$ cat src/pkg/ctu_regs.vh
// Constants of the charge/time unit control logic: control-register bit
// positions, reset values, channel numbers and timing counts.
// Assumes a 100 MHz system clock and inclusion by bare name.
`ifndef CTU_REGS_VH
`define CTU_REGS_VH

// ----------------------------------------------------------------------
// Main control register layout
// ----------------------------------------------------------------------
`define CTU_CTL_W 8
`define CTU_CTL_DISCHARGE_BIT 1
`define CTU_CTL_STOP_IDLE_BIT 5
`define CTU_CTL_ENABLE_BIT 7
`define CTU_CTL_RESET 8'h00

// ----------------------------------------------------------------------
// Edge status register layout
// ----------------------------------------------------------------------
`define CTU_EDGE_W 2
`define CTU_EDGE_ONE_BIT 0
`define CTU_EDGE_TWO_BIT 1
`define CTU_EDGE_RESET 2'h0

// ----------------------------------------------------------------------
// Channel multiplexer
// ----------------------------------------------------------------------
`define CTU_CHAN_W 5
`define CTU_CHAN_RESET 5'h00
`define CTU_CHAN_TEMP_DIODE 5'h1D

// ----------------------------------------------------------------------
// Timing
// ----------------------------------------------------------------------
`define CTU_CLK_PERIOD_NS 10
`define CTU_TIMER_W 16

`endif

$ cat src/ctu_interval_timer.v
// Interval timer that counts clock cycles while the current source runs.
// Gives firmware a digital view of the charge time next to the A/D result.
// Assumes synchronous, active-high reset and one clock domain.
`timescale 1ns/100ps
`include "ctu_regs.vh"

module ctu_interval_timer (
  input wire clk,
  input wire srst,
  input wire clear,
  input wire run,
  output reg [`CTU_TIMER_W-1:0] count_q,
  output reg overflow_q
);

  // --------------------------------------------------------------------
  // Counter; saturates so a stuck charge never wraps to a small value
  // --------------------------------------------------------------------
  always @(posedge clk) begin
    if (srst || clear) begin
      count_q <= {`CTU_TIMER_W{1'b0}};
      overflow_q <= 1'b0;
    end else if (run) begin
      if (&count_q) begin
        overflow_q <= 1'b1;
      end else begin
        count_q <= count_q + {{(`CTU_TIMER_W-1){1'b0}}, 1'b1};
      end
    end
  end

endmodule // ctu_interval_timer

$ cat src/ctu_charge_control.v
// Control logic of the charge/time measurement unit: current-source
// gating, discharge, channel mux sharing with the A/D, low-power gating.
// Assumes firmware drives the control bits as plain ports and the A/D
// converter and analog switches sit outside, driven by these outputs.
//
// Operation
// - Edge one set charges selected channel
// - Discharge bit drains the measured circuit
// - Edge one starts, edge two stops charge
// - One channel mux for source and converter
// - Temperature diode on its own channel
// - Sleep forces current source off
// - Charge cut by sleep may be wrong
// - Stop-in-idle clear keeps unit running idle
// - Stop-in-idle set disables source in idle
// - Reset clears all unit registers
// - Discharge bit sits at control bit 1
`timescale 1ns/100ps
`include "ctu_regs.vh"

module ctu_charge_control (
  input wire clk,
  input wire srst,
  input wire ctl_we,
  input wire [`CTU_CTL_W-1:0] ctl_wdata,
  input wire edge_we,
  input wire [`CTU_EDGE_W-1:0] edge_wdata,
  input wire chan_we,
  input wire [`CTU_CHAN_W-1:0] chan_wdata,
  input wire sleep_mode,
  input wire idle_mode,
  input wire conversion_done_flag,
  output reg [`CTU_CTL_W-1:0] main_control_reg_q,
  output reg edge_one_status_q,
  output reg edge_two_status_q,
  output reg [`CTU_CHAN_W-1:0] mux_chan_q,
  output reg temp_diode_sel_q,
  output reg source_on_q,
  output reg discharge_on_q,
  output reg charge_aborted_q,
  output reg [1:0] phase_q,
  output reg [`CTU_TIMER_W-1:0] charge_cycles_q,
  output reg charge_overflow_q
);

  // --------------------------------------------------------------------
  // Phases reported to firmware
  // --------------------------------------------------------------------
  localparam PH_IDLE = 2'b00;
  localparam PH_DRAIN = 2'b01;
  localparam PH_CHARGE = 2'b10;
  localparam PH_HOLD = 2'b11;

  wire unit_enable;
  wire stop_in_idle;
  wire discharge_enable;
  wire power_block;
  wire source_d;
  wire discharge_d;
  wire new_charge;
  wire [`CTU_TIMER_W-1:0] timer_count;
  wire timer_overflow;
  reg [1:0] phase_d;

  assign unit_enable = main_control_reg_q[`CTU_CTL_ENABLE_BIT];
  assign stop_in_idle = main_control_reg_q[`CTU_CTL_STOP_IDLE_BIT];
  assign discharge_enable = main_control_reg_q[`CTU_CTL_DISCHARGE_BIT];

  // --------------------------------------------------------------------
  // Firmware-written registers
  // --------------------------------------------------------------------
  // Sleep always blocks; idle blocks only when stop-in-idle is set.
  assign power_block = sleep_mode | (idle_mode & stop_in_idle);

  always @(posedge clk) begin
    if (srst) begin
      main_control_reg_q <= `CTU_CTL_RESET;
      edge_one_status_q <= 1'b0;
      edge_two_status_q <= 1'b0;
      mux_chan_q <= `CTU_CHAN_RESET;
    end else begin
      if (ctl_we) begin
        main_control_reg_q <= ctl_wdata;
      end
      if (edge_we) begin
        edge_one_status_q <= edge_wdata[`CTU_EDGE_ONE_BIT];
        edge_two_status_q <= edge_wdata[`CTU_EDGE_TWO_BIT];
      end
      if (chan_we) begin
        mux_chan_q <= chan_wdata;
      end
    end
  end

  // --------------------------------------------------------------------
  // Analog switch controls
  // --------------------------------------------------------------------
  // Source and drain are never on together so the drain cannot fight it.
  assign source_d = unit_enable & edge_one_status_q & ~edge_two_status_q
                    & ~power_block & ~discharge_enable;
  assign discharge_d = unit_enable & discharge_enable;
  assign new_charge = source_d & ~source_on_q;

  always @(posedge clk) begin
    if (srst) begin
      source_on_q <= 1'b0;
      discharge_on_q <= 1'b0;
      temp_diode_sel_q <= 1'b0;
      charge_aborted_q <= 1'b0;
    end else begin
      source_on_q <= source_d;
      discharge_on_q <= discharge_d;
      // Same mux code feeds source and converter; diode is a normal code
      temp_diode_sel_q <= (mux_chan_q == `CTU_CHAN_TEMP_DIODE);
      // Result of a charge cut by a low-power mode is flagged as suspect
      if (new_charge) begin
        charge_aborted_q <= 1'b0;
      end else if (source_on_q && power_block) begin
        charge_aborted_q <= 1'b1;
      end
    end
  end

  // --------------------------------------------------------------------
  // Phase tracking
  // --------------------------------------------------------------------
  always @* begin
    phase_d = phase_q;
    case (phase_q)
      PH_IDLE: begin
        if (discharge_d) begin
          phase_d = PH_DRAIN;
        end else if (source_d) begin
          phase_d = PH_CHARGE;
        end
      end
      PH_DRAIN: begin
        if (!discharge_d) begin
          phase_d = source_d ? PH_CHARGE : PH_IDLE;
        end
      end
      PH_CHARGE: begin
        if (discharge_d) begin
          phase_d = PH_DRAIN;
        end else if (!source_d) begin
          phase_d = PH_HOLD;
        end
      end
      PH_HOLD: begin
        // Held voltage stays until converted, drained or charged again
        if (discharge_d) begin
          phase_d = PH_DRAIN;
        end else if (source_d) begin
          phase_d = PH_CHARGE;
        end else if (conversion_done_flag) begin
          phase_d = PH_IDLE;
        end
      end
      default: begin
        phase_d = PH_IDLE;
      end
    endcase
    if (!unit_enable) begin
      phase_d = PH_IDLE;
    end
  end

  always @(posedge clk) begin
    if (srst) begin
      phase_q <= PH_IDLE;
      charge_cycles_q <= {`CTU_TIMER_W{1'b0}};
      charge_overflow_q <= 1'b0;
    end else begin
      phase_q <= phase_d;
      charge_cycles_q <= timer_count;
      charge_overflow_q <= timer_overflow;
    end
  end

  // --------------------------------------------------------------------
  // Charge interval counter, restarted on each new charge
  // --------------------------------------------------------------------
  ctu_interval_timer u_timer (
    .clk(clk),
    .srst(srst),
    .clear(new_charge | discharge_d),
    .run(source_on_q),
    .count_q(timer_count),
    .overflow_q(timer_overflow)
  );

endmodule // ctu_charge_control

$ cat config.mk
export PLATFORM = sky130hd
export DESIGN_NAME = ctu_charge_control
export DESIGN_NICKNAME = d
export VERILOG_FILES = /design/src/ctu_interval_timer.v /design/src/ctu_charge_control.v
export VERILOG_INCLUDE_DIRS = /design/src /design/src/pkg
export SDC_FILE = /design/constraint.sdc
export NUM_CORES = 1
export LEC_CHECK = 0
export ABC_CLOCK_PERIOD_IN_PS = 2100
export BUFFER_PORTS_ARGS = -buffer_cell sky130_fd_sc_hd__buf_2
export CORE_MARGIN = 5
export CORE_UTILIZATION = 51
export CTS_CLUSTER_DIAMETER = 50
export DETAILED_ROUTE_END_ITERATION = 8
export GPL_TIMING_DRIVEN = 0
export HOLD_SLACK_MARGIN = 0.06
export PLACE_DENSITY = 0.84
export SLEW_MARGIN = 20
export SYNTH_ARGS = -nofsm -noshare
export SYNTH_HDL_FRONTEND = slang
export SYNTH_HIERARCHICAL = 1
export SYNTH_SLANG_ARGS = --single-unit
$ cat constraint.sdc
create_clock -name clk -period 2.1 [get_ports clk]
set_input_delay 0.525 -clock clk [delete_from_list [all_inputs] [get_ports clk]]
set_output_delay 0.525 -clock clk [all_outputs]
set_load 0.005 [all_outputs]
==> metrics.txt, run 1 <==
Worst Path Arrival 2.02 ns; crit path max fanout 8; number of vias in the routed layout 1,796; GP Congestion 0.948; Post-Synth XOR/XNOR Area 0; Placed Instance Area 2480 um^2; Clk network pwr share 0.321; Mean Syn Cell Area 10.0 um^2; Num CTS Buffers 5; multiplexer area fraction after synthesis 0.0705; Register Area 1100 um^2; Int Power 1.35 mW; crit path launch type register; main combinational cell family by area after synthesis simple AND/OR/NAND/NOR gates; Reg power frac 0.617; Placement Rows 23; post-CTS sizing 0; CP Capture Type register; Post-DRT Antenna Nets 0; largest net degree at the start of global routing 17; core area 4030 um^2; clock-pin slew on the worst setup and hold paths 0.10 ns; post-synthesis cell type count 45; Tcrit/Tclk final 0.881; Post-synth EDFFs 0; instance count of the mapped netlist 212; Finish-stage setup viols 0; Top Ports 61; max_slew headroom 0.645; most frequent cell after synthesis dfxtp_1; number of global-route vias before repair 1,678; sequential-to-total area share from yosys stat 0.517; cell taking the most area after synthesis dfxtp_1; share of layout cells above drive strength 1 0.302; # DRC 0; Compound-Gate Fraction of Synth Area 0.112; setup bufs post-CTS 0; outcome finished clean; sw power 394 uW; Final #Nets 301; Detailed Routing Iterations Pass 1 4; Syn Std Cell Area 2130 um^2; #FFs+latches synth 55; die width 74.6 um; min-delay worst type input port to register; Post-Route Skew 0.0113 ns; simple-gate share of the synthesized area 0.261; Post-synth top cells dfxtp_1 (55), nor2_1 (21), nor2b_1 (17), mux2i_1 (15), o21ai_0 (11); first-pass GRT wire length 7400 um; synth warn 6; clk root buf clkbuf_8; final setup TNS 0 ns; Post-Synth Adder-Cell Area 0.00588; 1st-iter DRT viols 140; CP Class register to register; Leak 1.12 nW; port bufs 58; Finished Cell Area 2570 um^2; RSZ-0062 raised after global routing false; Initial Utilization 0.529; number of hold violations in the final report 0; FMAX 541 MHz; synth top area cells dfxtp_1 (52%), mux2i_1 (7.1%), nor2b_1 (5.0%), nor2_1 (3.7%), nand4_1 (2.6%); Worst Setup Slack post-DPL 0.0336 ns; antenna cells 0; Worst Tran Pin Value 0.533 ns; PwrDens 678 nW/um^2; Fill cells 357; Max Root-Sink Buffers 2; CTS Hold Buffers Added 0; Logic pwr share 0.062; syn nets 236; CTS tree yes; clock sinks 55; Yosys top cell area share 0.517; Routed WL per cell 14.2 um; peak supply drop 0.298 mV; Max Cap Viol 0; Die ar. 5570 um^2; post-layout min period 1.85 ns; initial antenna violation count 0; Routed Wire Length 4650 um; final total power 1.74 mW; switching share of power 0.226; CP Data Required Time 2.27 ns; gr usage total 0.172; vias per inst 5.48; H-tree depth 2; Clock Latency Late Sink 0.31 ns; total gr overflow 0; final worst setup slack 0.250 ns; Die Span Y 74.6 um; Post-DP HPWL 3530 um; multi-input combinational cell area 957 um^2; top_reg_cell synth dfxtp_1; area grow syn2layout 20.6%; Slew Limit Fails 0; ys async rst share 0
## critical path, cell delays in order, from the launching register on
cell and delay (ns):
dfxtp_1 0.47, nand4_1 0.26, or4_2 0.81, nand3_1 0.13, a21oi_1 0.06
## power by group through the flow
stage          Clock [mW]  Sequential (mW)  Combinational (mW)
5_1_grt             0.623             1.08               0.120
4_1_cts             0.578             1.07               0.110
3_5_place_dp            0             1.10               0.110
3_3_place_gp            0             1.10               0.106
6_report            0.559             1.07               0.108
2_1_floorplan           0             1.10              0.0568
## registers in the layout, indices dropped and copies added, names as in the netlist, 2 cells and up
signal              cells
charge_cycles_q        16
main_control_reg_q      8
mux_chan_q              5
phase_q                 2
u_timer/count_q        16
## final cells by class
class	count	share of cell area
timing repair buffer	58	0.113
buffer	9	0.0263
sequential	55	0.429
clock inverter	2	0.00487
clock buffer	6	0.0283
multi-input combinational	147	0.373
inverter	1	0.00146
tap	50	0.0244
## worst paths after layout
| kind | startpoint | to | slack (ns) | cells after the start |
|---|---|---|---|---|
| worst min-delay path | ctl_wdata[3] | main_control_reg_q[3] | 0.45 | 3 |
| worst max-delay path | u_timer/count_q[12] | u_timer/count_q[1] | 0.25 | 4 |
| worst max register to register | u_timer/count_q[12] | u_timer/count_q[1] | 0.25 | 4 |
| worst min register to register | mux_chan_q[1] | temp_diode_sel_q | 0.45 | 1 |
## cells in the final DEF (no fill, tap or decap), types with 2 or more instances in the layout
| cell | instances |
|---|---|
| dfxtp_1 | 55 |
| mux2i_1 | 15 |
| nor2b_1 | 17 |
| o211ai_1 | 2 |
| buf_2 | 62 |
| a31oi_1 | 4 |
| nand2b_1 | 2 |
| nor2_1 | 21 |
| nand4_1 | 9 |
| clkbuf_1 | 2 |
| o21ai_0 | 11 |
| a21boi_0 | 2 |
| clkbuf_8 | 6 |
| o21a_1 | 3 |
| nor3_1 | 3 |
| or4_1 | 4 |
| a21oi_1 | 9 |
| nor3b_1 | 2 |
| or3_1 | 8 |
| nand3_1 | 4 |
| nand4_2 | 2 |
| nand2_1 | 9 |
| buf_6 | 2 |
## routing by layer
layer / vias to the layer above / track usage / part of all wire
met5: - / 0 / 0
met4: 0 / 0.0810 / 0.015
met3: 8 / 0.0467 / 0.059
met2: 51 / 0.276 / 0.50
met1: 839 / 0.216 / 0.42
li1: 898 / - / -
## per-stage QoR
stage	utilization	hold WS [ns]	std cells
after global placement	0.616	0.426	320
after CTS	0.637	0.441	328
after floorplan	-	0.429	212
after detailed placement	0.616	0.436	320
after global routing	0.637	0.449	328
final	0.637	0.448	328
## logic make-up after synthesis
group	Yosys count
buf+inv	10
simple gates	93
flops	55
compound gates	38
mux	15
fa+ha+maj	1
No activity file was read; power rests on OpenSTA's default activity.
==> run 2, diff against run 1 <==
--- a/config.mk
+++ b/config.mk
@@ -8,13 +8,16 @@
 export LEC_CHECK = 0
 export ABC_CLOCK_PERIOD_IN_PS = 2100
 export BUFFER_PORTS_ARGS = -buffer_cell sky130_fd_sc_hd__buf_2
+export CELL_PAD_IN_SITES_DETAIL_PLACEMENT = 1
+export CELL_PAD_IN_SITES_GLOBAL_PLACEMENT = 1
 export CORE_MARGIN = 5
-export CORE_UTILIZATION = 51
+export CORE_UTILIZATION = 38
 export CTS_CLUSTER_DIAMETER = 50
 export DETAILED_ROUTE_END_ITERATION = 8
 export GPL_TIMING_DRIVEN = 0
 export HOLD_SLACK_MARGIN = 0.06
-export PLACE_DENSITY = 0.84
+export PLACE_DENSITY = 0.82
+export SETUP_SLACK_MARGIN = 0.2
 export SLEW_MARGIN = 20
 export SYNTH_ARGS = -nofsm -noshare
 export SYNTH_HDL_FRONTEND = slang
==> run 2 against run 1 <==
Against the previous run: sequential share of layout area down 0.76 points; critical path type unchanged; sequential cell count stayed put; routed wire length is 23% higher; clock skew rose by 0.0041 ns; core utilization fell by 16 points; register-to-register slack worse by 0.03 ns; largest cell class unchanged; critical path depth up 1; global-route usage shrank 1.1 points; count of clock-buffer cells in the layout decreased by 1.
==> metrics.txt, run 2 (synthesis gave the netlist of run 1 again) <==
FMAX 532 MHz; Top Ports 61; met2 WL 3080 um; most common cell after layout, fill and taps aside buf_2; vias per inst 5.30; min-delay worst type input port to register; share of layout cells above drive strength 1 0.326; gr usage total 0.161; core area 5470 um^2; H-tree depth 2; CP Data Required Time 2.34 ns; WL met3 252 um; CP Buf/Inv Count 0; Worst Tran Pin Value 0.530 ns; CP Capture Type register; CP Class register to register; antenna cells 0; CTS tree yes; number of vias in the routed layout 1,861; most frequent cells in the layout buf_2 (62), dfxtp_1 (52), nor2_1 (21), nor2b_1 (17), mux2i_1 (15); Leak 1.14 nW; first-pass GRT wire length 9520 um; Tcrit/Tclk final 0.895; 1st-iter DRT viols 119; max_slew headroom 0.646; Routed WL per cell 16.3 um; Post-Route Skew 0.0154 ns; Post-DRT Antenna Nets 0; initial antenna violation count 0; critical-path cell list ha_2, nand3_1, a211o_1, or4_1, a21oi_1; post-layout min period 1.88 ns; Worst Path Arrival 2.12 ns; final setup TNS 0 ns; PwrDens 692 nW/um^2; Die ar. 7200 um^2; largest registers charge_cycles_q x16, u_timer/count_q x16, main_control_reg_q x8; Post-Route M1 WL 2280 um; Post-DP HPWL 4200 um; clk root buf clkbuf_8; reg2reg setup slack 0.22 ns; Num CTS Buffers 5; Clock Latency Late Sink 0.32 ns; Routed Wire Length 5700 um; crit path max fanout 6; top layer in use met4; Detailed Routing Iterations Pass 1 4; GP Congestion 0.736; number of global-route vias before repair 1,975; Placement Rows 27; port bufs 58; critical path's top delay family simple AND/OR/NAND/NOR gates; largest net degree at the start of global routing 20; Critical Path Max Stage Delay 0.48 ns; die width 84.9 um; area grow syn2layout 23.1%; Worst path slowest cell or4_1; outcome finished clean; Initial Utilization 0.389; # DRC 0; Max Cap Viol 0; Max Root-Sink Buffers 2; total gr overflow 0; peak supply drop 0.243 mV; RSZ-0062 raised after global routing true; CTS Hold Buffers Added 0; Slew Limit Fails 0; number of hold violations in the final report 0; clock sinks 55; Final #Nets 302; Finished Core Util 0.479; Finish-stage setup viols 0; final total power 1.81 mW; Die Span Y 84.9 um; clock-pin slew on the worst setup and hold paths 0.11 ns; crit path launch type register
==> run 2: cell count changes in the layout (fill, tap and decap cells not counted), sizes merged <==
cell	delta
buf	+1
clkbuf	-1
clkinv	+1
clkinvlp	-1
inv	+1
==> run 2: repair_timing <==
| action | 4_1_cts | 5_1_grt |
|---|---|---|
| buffers inserted | 0 | 1 |
| pin swaps | 0 | 1 |
| resized for setup | 1 | 5 |
| endpoints found under the setup margin | 10 | 7 |
| endpoints found under the hold margin | 0 | 0 |
==> run 2: cell type report <==
| class | count | area (um^2) |
|---|---|---|
| Clock inverter | 3 | 28.8 |
| Sequential cell | 55 | 1100 |
| Fill cell | 660 | 2850 |
| Multi-Input combinational cell | 147 | 960 |
| Tap cell | 72 | 90.1 |
| Buffer | 9 | 68.8 |
| Inverter | 1 | 3.75 |
| Clock buffer | 5 | 68.8 |
| Timing Repair Buffer | 59 | 298 |
==> run 2: report_power, final <==
group | internal, mW | switching (mW) | total, mW
sequential | 1.06 | 0.0145 | 1.08
clock | 0.248 | 0.376 | 0.624
combinational | 0.0546 | 0.0602 | 0.115
==> run 2: per-stage QoR <==
stage	std cells	cell area (um^2)	setup slack (ns)	hold slack, ns
after floorplan	212	2130	0.383	0.429
after global placement	342	2510	-0.00491	0.426
after detailed placement	342	2510	-0.102	0.457
after CTS	350	2610	0.236	0.442
after global routing	351	2620	0.134	0.447
final	351	2620	0.220	0.445
==> run 2: per-layer routing <==
layer  up-vias  track usage
met5         -            0
met4         0       0.0547
met3        10       0.0204
met2        49        0.301
met1       902        0.187
li1        900            -
==> run 2: worst paths after layout <==
check                startpoint               endpoint  cells past startpoint
max          u_timer/count_q[1]    u_timer/count_q[10]                      5
min                ctl_wdata[6]  main_control_reg_q[6]                      3
max reg2reg  u_timer/count_q[1]    u_timer/count_q[10]                      5
min reg2reg       mux_chan_q[1]       temp_diode_sel_q                      1
==> run 2: tightest hold or removal path, stage by stage <==
cell	delay, ns
buf_2	0.08
mux2i_1	0.06
nor2_1	0.07
